[src/maint_irq_regs.vh]
/*
 * Register map, field positions and reset values of the maintenance and
 * interrupt control block.
 * Assumes inclusion by bare name from the block's design file.
 */
`ifndef MAINT_IRQ_REGS_VH
`define MAINT_IRQ_REGS_VH

// printed offsets are register indices; byte address is four times the index
`define IDX_DEACT_PAT 8'h12
`define IDX_ERR_CTRL 8'h13
`define IDX_MASK_LINE 8'h14
`define IDX_MASK_ERR 8'h15
`define IDX_EDGE_SEL 8'h16
`define IDX_LINE_STAT 8'h17
`define IDX_CNT_LOW 8'h18
`define IDX_CNT_HIGH 8'h19
`define IDX_IRQ_STAT 8'h1A
`define IDX_IRQ_STAT_ERR 8'h1B
`define IDX_IRQ_CLR 8'h1C
`define IDX_IRQ_CLR_ERR 8'h1D
`define IDX_DEACT_LEN 8'h1E

`define RST_DEACT_PAT 8'h09
`define RST_DEACT_LEN 2'h1
`define RST_ERR_CTRL 8'h00
`define RST_MASK 8'hFF
`define RST_EDGE_SEL 8'h00

`define BIT_VIOL_INJ 6
`define BIT_PAT_INJ 5
`define BIT_EXZ_SEL 4
`define BIT_CSEL_HI 3
`define BIT_CSEL_LO 2
`define BIT_CNT_MODE 1
`define BIT_COUNT_TRANSFER 0

`define CSEL_PATTERN 2'h0
`define CSEL_EXZ 2'h1
`define CSEL_CV 2'h2
`define CSEL_CV_EXZ 2'h3

`define ADDR_IDX_MSB 11
`define ADDR_IDX_LSB 2
`define DATA_BYTE_MSB 7
`define LEN_MSB 1
`define DEACT_MIN_BITS 5
`define CNT_LOW_MSB 7
`define CNT_HIGH_MSB 15
`define CNT_HIGH_LSB 8
`define EVT_CNT_OVF 0
`define EVT_TICK 1

`define ERR_CTRL_WMASK 8'h7F
`endif

[src/maint_error_and_irq_control.v]
/*
 * Maintenance control (deactivate code, error insertion, 16-bit error
 * counter) and interrupt masking/edge selection, reached over APB.
 * Assumes line status, error strobes and one-second tick are synchronous
 * to pclk; the datapaths consuming the control outputs live elsewhere.
 */
`timescale 1ns/1ps
`include "maint_irq_regs.vh"

module maint_error_and_irq_control #(
  parameter CNT_W = 16
) (
  input wire pclk,
  input wire presetn,
  input wire psel,
  input wire penable,
  input wire pwrite,
  input wire [11:0] paddr,
  input wire [31:0] pwdata,
  output reg [31:0] prdata,
  output wire pready,
  output wire pslverr,
  input wire [7:0] line_status_now,
  input wire [7:0] error_events,
  input wire err_pattern,
  input wire err_excess_zero,
  input wire err_code_violation,
  input wire second_tick,
  output wire [7:0] rx_deact_pattern,
  output wire [1:0] rx_deact_pattern_len,
  output wire [7:0] rx_deact_code_mask,
  output reg violation_inject,
  output reg pattern_error_inject,
  output wire excess_zero_rule_sel,
  output wire [1:0] error_count_sel,
  output wire count_report_mode,
  output wire irq
);

////////////////////////////////////////////////////////////////////////////
// apb decode

reg [7:0] deact_pat_r;
reg [1:0] deact_len_r;
reg [7:0] err_ctrl_r;
reg [7:0] mask_line_r;
reg [7:0] mask_err_r;
reg [7:0] edge_sel_r;
reg [7:0] stat_prev_r;
reg [7:0] pend_line_r;
reg [7:0] pend_err_r;
reg [CNT_W-1:0] count_r;
reg [CNT_W-1:0] result_r;
reg [7:0] result_high_r;

wire [9:0] idx;
wire wr_en;
wire rd_en;
wire known;
wire [7:0] wdat;

// byte lanes 1..3 and the two low address bits carry nothing
assign idx = paddr[`ADDR_IDX_MSB:`ADDR_IDX_LSB];
assign wdat = pwdata[`DATA_BYTE_MSB:0];

// index window of this block; upper index bits must be zero so that
// an out-of-window address never aliases onto a live register
assign known = (idx >= {2'b00, `IDX_DEACT_PAT}) &&
  (idx <= {2'b00, `IDX_DEACT_LEN});

// zero wait states: every access phase completes at its first edge
assign pready = 1'b1;

// refused accesses neither write nor snapshot anything
assign wr_en = psel & penable & pwrite & known;
assign rd_en = psel & penable & ~pwrite & known;

assign pslverr = psel & penable & ~known;

////////////////////////////////////////////////////////////////////////////
// control registers

always @(posedge pclk or negedge presetn) begin
  if (!presetn) begin
    deact_pat_r <= `RST_DEACT_PAT;
    deact_len_r <= `RST_DEACT_LEN;
    err_ctrl_r <= `RST_ERR_CTRL;
    mask_line_r <= `RST_MASK;
    mask_err_r <= `RST_MASK;
    edge_sel_r <= `RST_EDGE_SEL;
  end else if (wr_en) begin
    case (idx[7:0])
      `IDX_DEACT_PAT: begin
        deact_pat_r <= wdat;
      end
      `IDX_DEACT_LEN: begin
        deact_len_r <= wdat[`LEN_MSB:0];
      end
      `IDX_ERR_CTRL: begin
        // reserved top bit always reads back as zero
        err_ctrl_r <= wdat & `ERR_CTRL_WMASK;
      end
      `IDX_MASK_LINE: begin
        mask_line_r <= wdat;
      end
      `IDX_MASK_ERR: begin
        mask_err_r <= wdat;
      end
      `IDX_EDGE_SEL: begin
        edge_sel_r <= wdat;
      end
      // live status, counts, pending and clear slots hold no state here
      default: begin
        deact_len_r <= deact_len_r;
      end
    endcase
  end
end

assign rx_deact_pattern = deact_pat_r;
assign rx_deact_pattern_len = deact_len_r;
assign excess_zero_rule_sel = err_ctrl_r[`BIT_EXZ_SEL];
assign error_count_sel = err_ctrl_r[`BIT_CSEL_HI:`BIT_CSEL_LO];
assign count_report_mode = err_ctrl_r[`BIT_CNT_MODE];

// compare window of the repeating deactivate code
genvar gi;
generate
  for (gi = 0; gi < 8; gi = gi + 1) begin : g_codemask
    if (gi < `DEACT_MIN_BITS) begin : g_always
      // the shortest code still spans five bits
      assign rx_deact_code_mask[gi] = 1'b1;
    end else begin : g_len
      // length code n keeps 5 + n low bits of the pattern
      assign rx_deact_code_mask[gi] =
        ({1'b0, deact_len_r} >= (gi - `DEACT_MIN_BITS + 1));
    end
  end
endgenerate

////////////////////////////////////////////////////////////////////////////
// single-shot injection and counter transfer

reg [7:0] ctrl_prev_r;
wire viol_rise;
wire pat_rise;
wire trf_rise;
wire auto_trf;
reg err_inc;

assign viol_rise = err_ctrl_r[`BIT_VIOL_INJ] & ~ctrl_prev_r[`BIT_VIOL_INJ];
assign pat_rise = err_ctrl_r[`BIT_PAT_INJ] & ~ctrl_prev_r[`BIT_PAT_INJ];
assign trf_rise = err_ctrl_r[`BIT_COUNT_TRANSFER] & ~ctrl_prev_r[`BIT_COUNT_TRANSFER];
// auto report latches on each one-second tick
assign auto_trf = count_report_mode & second_tick;

// one increment per cycle at most: a code violation and an excess-zero
// error in the same cycle count once in the combined setting
always @* begin
  err_inc = 1'b0;
  case (error_count_sel)
    `CSEL_PATTERN: begin
      err_inc = err_pattern;
    end
    `CSEL_EXZ: begin
      err_inc = err_excess_zero;
    end
    `CSEL_CV: begin
      err_inc = err_code_violation;
    end
    `CSEL_CV_EXZ: begin
      err_inc = err_code_violation | err_excess_zero;
    end
    default: begin
      err_inc = 1'b0;
    end
  endcase
end

wire cnt_full;
wire cnt_ovf;
wire count_take;
assign count_take = trf_rise | auto_trf;
assign cnt_full = &count_r;
assign cnt_ovf = err_inc & cnt_full & ~count_take;

// rising-edge detectors on the software control bits
always @(posedge pclk or negedge presetn) begin
  if (!presetn) begin
    ctrl_prev_r <= `RST_ERR_CTRL;
  end else begin
    ctrl_prev_r <= err_ctrl_r;
  end
end

// one-cycle pulses; holding the bit high inserts nothing more
always @(posedge pclk or negedge presetn) begin
  if (!presetn) begin
    violation_inject <= 1'b0;
    pattern_error_inject <= 1'b0;
  end else begin
    violation_inject <= viol_rise;
    pattern_error_inject <= pat_rise;
  end
end

// error counter; a transfer wins over an increment in the same cycle
always @(posedge pclk or negedge presetn) begin
  if (!presetn) begin
    count_r <= {CNT_W{1'b0}};
  end else if (count_take) begin
    count_r <= {CNT_W{1'b0}};
  end else if (err_inc & ~cnt_full) begin
    // saturates rather than wrapping; overflow raises an event
    count_r <= count_r + {{(CNT_W-1){1'b0}}, 1'b1};
  end
end

// result registers seen by software
always @(posedge pclk or negedge presetn) begin
  if (!presetn) begin
    result_r <= {CNT_W{1'b0}};
  end else if (count_take) begin
    result_r <= count_r;
  end
end

// high byte snapshot when low byte is read keeps the pair coherent
always @(posedge pclk or negedge presetn) begin
  if (!presetn) begin
    result_high_r <= 8'h00;
  end else if (rd_en && idx[7:0] == `IDX_CNT_LOW) begin
    result_high_r <= result_r[`CNT_HIGH_MSB:`CNT_HIGH_LSB];
  end
end

////////////////////////////////////////////////////////////////////////////
// interrupt events

wire [7:0] line_evt;
wire [7:0] err_evt;
wire [7:0] clr_line;
wire [7:0] clr_err;

assign clr_line = (wr_en && idx[7:0] == `IDX_IRQ_CLR) ? wdat : 8'h00;
assign clr_err = (wr_en && idx[7:0] == `IDX_IRQ_CLR_ERR) ? wdat : 8'h00;

wire [7:0] line_rise;
wire [7:0] line_fall;

generate
  for (gi = 0; gi < 8; gi = gi + 1) begin : g_evt
    // compared with the previous cycle's copy of the live status
    assign line_rise[gi] = line_status_now[gi] & ~stat_prev_r[gi];
    assign line_fall[gi] = ~line_status_now[gi] & stat_prev_r[gi];
    assign line_evt[gi] = ~mask_line_r[gi] &
      (line_rise[gi] | (edge_sel_r[gi] & line_fall[gi]));
    if (gi == `EVT_CNT_OVF) begin : g_ovf
      // counter overflow has no strobe pin of its own to rely on
      assign err_evt[gi] = ~mask_err_r[gi] & (error_events[gi] | cnt_ovf);
    end else if (gi == `EVT_TICK) begin : g_tick
      assign err_evt[gi] = ~mask_err_r[gi] &
        (error_events[gi] | second_tick);
    end else begin : g_plain
      assign err_evt[gi] = ~mask_err_r[gi] & error_events[gi];
    end
  end
endgenerate

// idle level of every status input is low, so zero after reset gives
// no false edge unless a condition is already present at release
always @(posedge pclk or negedge presetn) begin
  if (!presetn) begin
    stat_prev_r <= 8'h00;
  end else begin
    stat_prev_r <= line_status_now;
  end
end

// a new event wins over a clear in the same cycle
always @(posedge pclk or negedge presetn) begin
  if (!presetn) begin
    pend_line_r <= 8'h00;
  end else begin
    pend_line_r <= (pend_line_r & ~clr_line) | line_evt;
  end
end

always @(posedge pclk or negedge presetn) begin
  if (!presetn) begin
    pend_err_r <= 8'h00;
  end else begin
    pend_err_r <= (pend_err_r & ~clr_err) | err_evt;
  end
end

// masking a source later also hides its pending bit from the pin
assign irq = |(pend_line_r & ~mask_line_r) |
  |(pend_err_r & ~mask_err_r);

////////////////////////////////////////////////////////////////////////////
// read data

// read mux is combinational; the byte is registered in the setup cycle
reg [7:0] rd_mux;

always @* begin
  rd_mux = 8'h00;
  case (idx[7:0])
    `IDX_DEACT_PAT: begin
      rd_mux = deact_pat_r;
    end
    `IDX_DEACT_LEN: begin
      rd_mux = {6'h00, deact_len_r};
    end
    `IDX_ERR_CTRL: begin
      rd_mux = err_ctrl_r;
    end
    `IDX_MASK_LINE: begin
      rd_mux = mask_line_r;
    end
    `IDX_MASK_ERR: begin
      rd_mux = mask_err_r;
    end
    `IDX_EDGE_SEL: begin
      rd_mux = edge_sel_r;
    end
    `IDX_LINE_STAT: begin
      rd_mux = line_status_now;
    end
    `IDX_CNT_LOW: begin
      rd_mux = result_r[`CNT_LOW_MSB:0];
    end
    `IDX_CNT_HIGH: begin
      rd_mux = result_high_r;
    end
    `IDX_IRQ_STAT: begin
      rd_mux = pend_line_r;
    end
    `IDX_IRQ_STAT_ERR: begin
      rd_mux = pend_err_r;
    end
    // clear slots are write-only and read as zero
    default: begin
      rd_mux = 8'h00;
    end
  endcase
end

always @(posedge pclk or negedge presetn) begin
  if (!presetn) begin
    prdata <= 32'h00000000;
  end else if (psel & ~penable & ~pwrite) begin
    // refused reads return zero even where the low index bits alias
    if (known) begin
      prdata <= {24'h000000, rd_mux};
    end else begin
      prdata <= 32'h00000000;
    end
  end
end

endmodule // maint_error_and_irq_control

[config.mk]
export PLATFORM = sky130hd
export DESIGN_NAME = maint_error_and_irq_control
export DESIGN_NICKNAME = d
export VERILOG_FILES = /design/src/maint_error_and_irq_control.v
export VERILOG_INCLUDE_DIRS = /design/src
export SDC_FILE = /design/constraint.sdc
export NUM_CORES = 1
export LEC_CHECK = 0
export ABC_AREA = 1
export BUFFER_PORTS_ARGS = -buffer_cell sky130_fd_sc_hd__buf_2
export CAP_MARGIN = 20
export CORE_UTILIZATION = 45
export DETAILED_ROUTE_END_ITERATION = 12
export HOLD_SLACK_MARGIN = 0.03
export PLACE_DENSITY_LB_ADDON = 0.1
export SETUP_SLACK_MARGIN = 0.05
export SYNTH_ARGS = -nofsm -noshare
export SYNTH_HDL_FRONTEND = slang
export SYNTH_SLANG_ARGS = --single-unit
[constraint.sdc]
create_clock -name pclk -period 2.6 [get_ports pclk]
set_input_delay 0.39 -clock pclk [delete_from_list [all_inputs] [get_ports pclk]]
set_output_delay 0.39 -clock pclk [all_outputs]
set_load 0.01 [all_outputs]
==> summary.md <==
| Metric | Value |
|---|---|
| Status | `finished, final reports clean` |
| RSZ-0062 raised after global routing | `no` |
| Die area | `about 0.015 mm2` |
| Final Max Tran Viols | `0` |
| Critical-path maximum fanout | `3` |
| Final WL | `18.1 mm` |
| Die Wd | `roughly 120 um` |
| Setup bufs post-CTS | `0` |
| Residual DRC | `0` |
| Initial antenna violation count | `0` |
| Mapped Area | `0.00649 mm2` |
| Relative slew margins | `50.7%` |
| CP arrival | `between 1.5 and 2 ns` |
| Worst EP required | `2.21 ns` |
| Post-layout nets | `about 1000` |
| Final critical-path required period | `between 2 and 2.5 ns` |
| Wire per inst | `between 15 and 20 um` |
| Final hold viol count | `0` |
| Routed vias | `5838` |
| PwrDens | `658 mW/mm2` |
| Most frequent cells in the layout | `nand2_1, nand3_1, dfrtp_1, inv_1` |
| Register bit total from synthesis | `approximately 120` |
| Worst-path clk slew | `roughly 0.060 ns` |
| Global-route wire length before repair | `between 20 and 30 mm` |
| Vias in the first global route | `between 5000 and 6000` |
| Input/output buffers | `71` |
| Slew of the pin with the lowest slew margin | `around 0.74 ns` |
| Clk sinks | `roughly 120` |
| Worst setup SP type | `flip-flop` |
| Peak supply drop | `~0.47 mV` |
| Syn-to-layout area delta | `16.7%` |
| Post-synthesis sequential area ratio | `between 40 and 50%` |
| Fraction of layout cells with a size suffix above 1 | `18.7%` |
| Finish-stage setup viols | `0` |
| WHS Path Cells | `1` |
| Ys Warns | `0` |
| CTS max path bufs | `2` |
| Final HPWL DP | `~13 mm` |
| Static leakage | `approximately 4 nW` |
| # Max-Cap Violations | `0` |
| Via density per instance | `~5.3` |
| Mapped Cells | `around 830` |
| WS Path Type | `reg -> out` |
| Post-route cell area | `0.00757 mm2` |
| Starting Density | `46.4%` |
| Synthesized area per cell | `about 7.8 um2` |
| Post-DP Area | `0.00690 mm2` |
| Worst Clk Skew | `approximately 0.013 ns` |
| IO Count | `between 100 and 150` |
| Crit end category | `primary output` |
| Grt ovf | `0` |
| Worst Hold Class | `in -> reg` |
| Period Utilization, post-route | `between 80 and 90%` |
| Routability cong. | `about 0.93` |
| Most common cell after layout, fill and taps aside | `nand2_1` |
| R2R cell count | `6` |
| Max Fclk | `about 440 MHz` |
| 1st-pass router iterations | `7` |
| H-tree levels | `4` |
| Initial drt markers | `roughly 560` |
| Total CTS buffers | `17` |
| Final setup TNS | `0 ns` |
| Antenna cells | `0` |
| Synth cell types | `40` |
| Total track usage | `between 20% and 30%` |
| Die Span Y | `122 um` |
| Post-cts gate resize count | `0` |
| Largest net degree at the start of global routing | `49` |
| Core area | `between 0.01 and 0.015 mm2` |
| Clk_lat worst skew | `between 0.4 and 0.5 ns` |
| Root Buffer | `clkbuf_16` |
| CTS tree | `done` |
| # rows | `43` |
| Detail Route Antenna Nets | `0` |
[layer usage]
layer  up-vias  global-route usage [%]  routed length (um)
met5         -                       0                   0
met3        41                    6.69                1210
met1      2741                    35.2                8160
met4         0                    11.7                 585
met2       258                    38.8                8120
li1       2798                       -                   -
[cell usage after synthesis (all sizes together)]
master	number	area, um2
clkbuf	6	22.5
a22o	4	35.0
nand4	20	125
dfstp	19	499
conb	2	7.51
nor2	77	407
o21bai	1	7.51
a31o	1	8.76
o21ai	87	473
inv	80	300
nand3	104	538
dfrtp	99	2480
nor4	1	6.26
ha	1	12.5
a211oi	1	7.51
a21oi	4	31.3
xor2	5	43.8
nor3b	1	7.51
or2	1	6.26
nand2	251	976
o31ai	3	22.5
o211ai	7	52.6
nor3	4	20.0
xnor2	2	17.5
buf	52	384
[flip-flops by register name (all words and copies together), names as in the netlist, 8 cells and up]
signal            count
count_r              16
result_r             16
edge_sel_r            8
mask_err_r            8
mask_line_r           8
pend_err_r            8
pend_line_r           8
prdata                8
result_high_r         8
rx_deact_pattern      8
stat_prev_r           8
[power by group]
part / total (mW) / switching (mW) / internal [mW] / leakage [nW]
sequential: 1.97 / 0.0745 / 1.89 / 1.44
clock: 2.66 / 0.866 / 1.80 / 0.311
combinational: 0.353 / 0.244 / 0.108 / 2.15
total: 4.98 / 1.18 / 3.80 / 3.90
[cells by family (layout without fill, tap and decap cells)]
family                   after synthesis  count (layout)  share of synthesized area, %
AND/OR/NAND/NOR                      459             459                          32.1
buffers and inverters                138             199                          10.9
other                                  2              30                         0.116
XOR/XNOR                               7               7                         0.945
adder cells (fa/ha/maj)                1               1                         0.193
AO/OA/AOI/OAI                        108             108                          9.83
flip-flops                           118             118                          45.9
[final timing paths]
path	slack [ns]	end	from
min reg2reg	0.41	violation_inject	ctrl_prev_r[6]
min in group asynchronous	0.37	edge_sel_r[0]	presetn
min	0.11	stat_prev_r[0]	line_status_now[0]
max in group asynchronous	1.55	mask_err_r[0]	presetn
max	0.31	irq	mask_err_r[1]
max reg2reg	0.71	count_r[9]	count_r[1]
[cell type report]
cell class / count / area [um2]
clock buffers: 20 / 437
clock inverters: 12 / 225
fillers: 1337 / 6420
inverters: 80 / 300
multi-input cells: 605 / 2910
flip-flops and latches: 118 / 2980
well taps: 180 / 225
repair buffers: 87 / 493
[what timing repair did]
action / 4_1_cts / 5_1_grt
hold buffers: 1 / 0
endpoints found under the setup margin: 0 / 0
endpoints found under the hold margin: 9 / 0
[critical path, cell delays in order (launching register included)]
cell and delay (ns):
dfstp_2 0.54, inv_1 0.07, a22o_1 0.20, nor3b_1 0.34, nand3_1 0.15, buf_2 0.17
[per-stage QoR]
step,setup slack (ns),utilization (%),power (mW),instances,hold WS (ns)
floorplan,0.867,-,2.20,861,0.0944
global placement,0.587,49.3,2.33,1069,0.265
detailed placement,0.580,49.3,2.34,1069,0.270
CTS,0.323,54.1,5.02,1102,0.0984
global route,0.255,54.1,5.15,1102,0.102
finish,0.314,54.1,4.98,1102,0.112
Note: power is estimated with default switching activity, not from simulation.
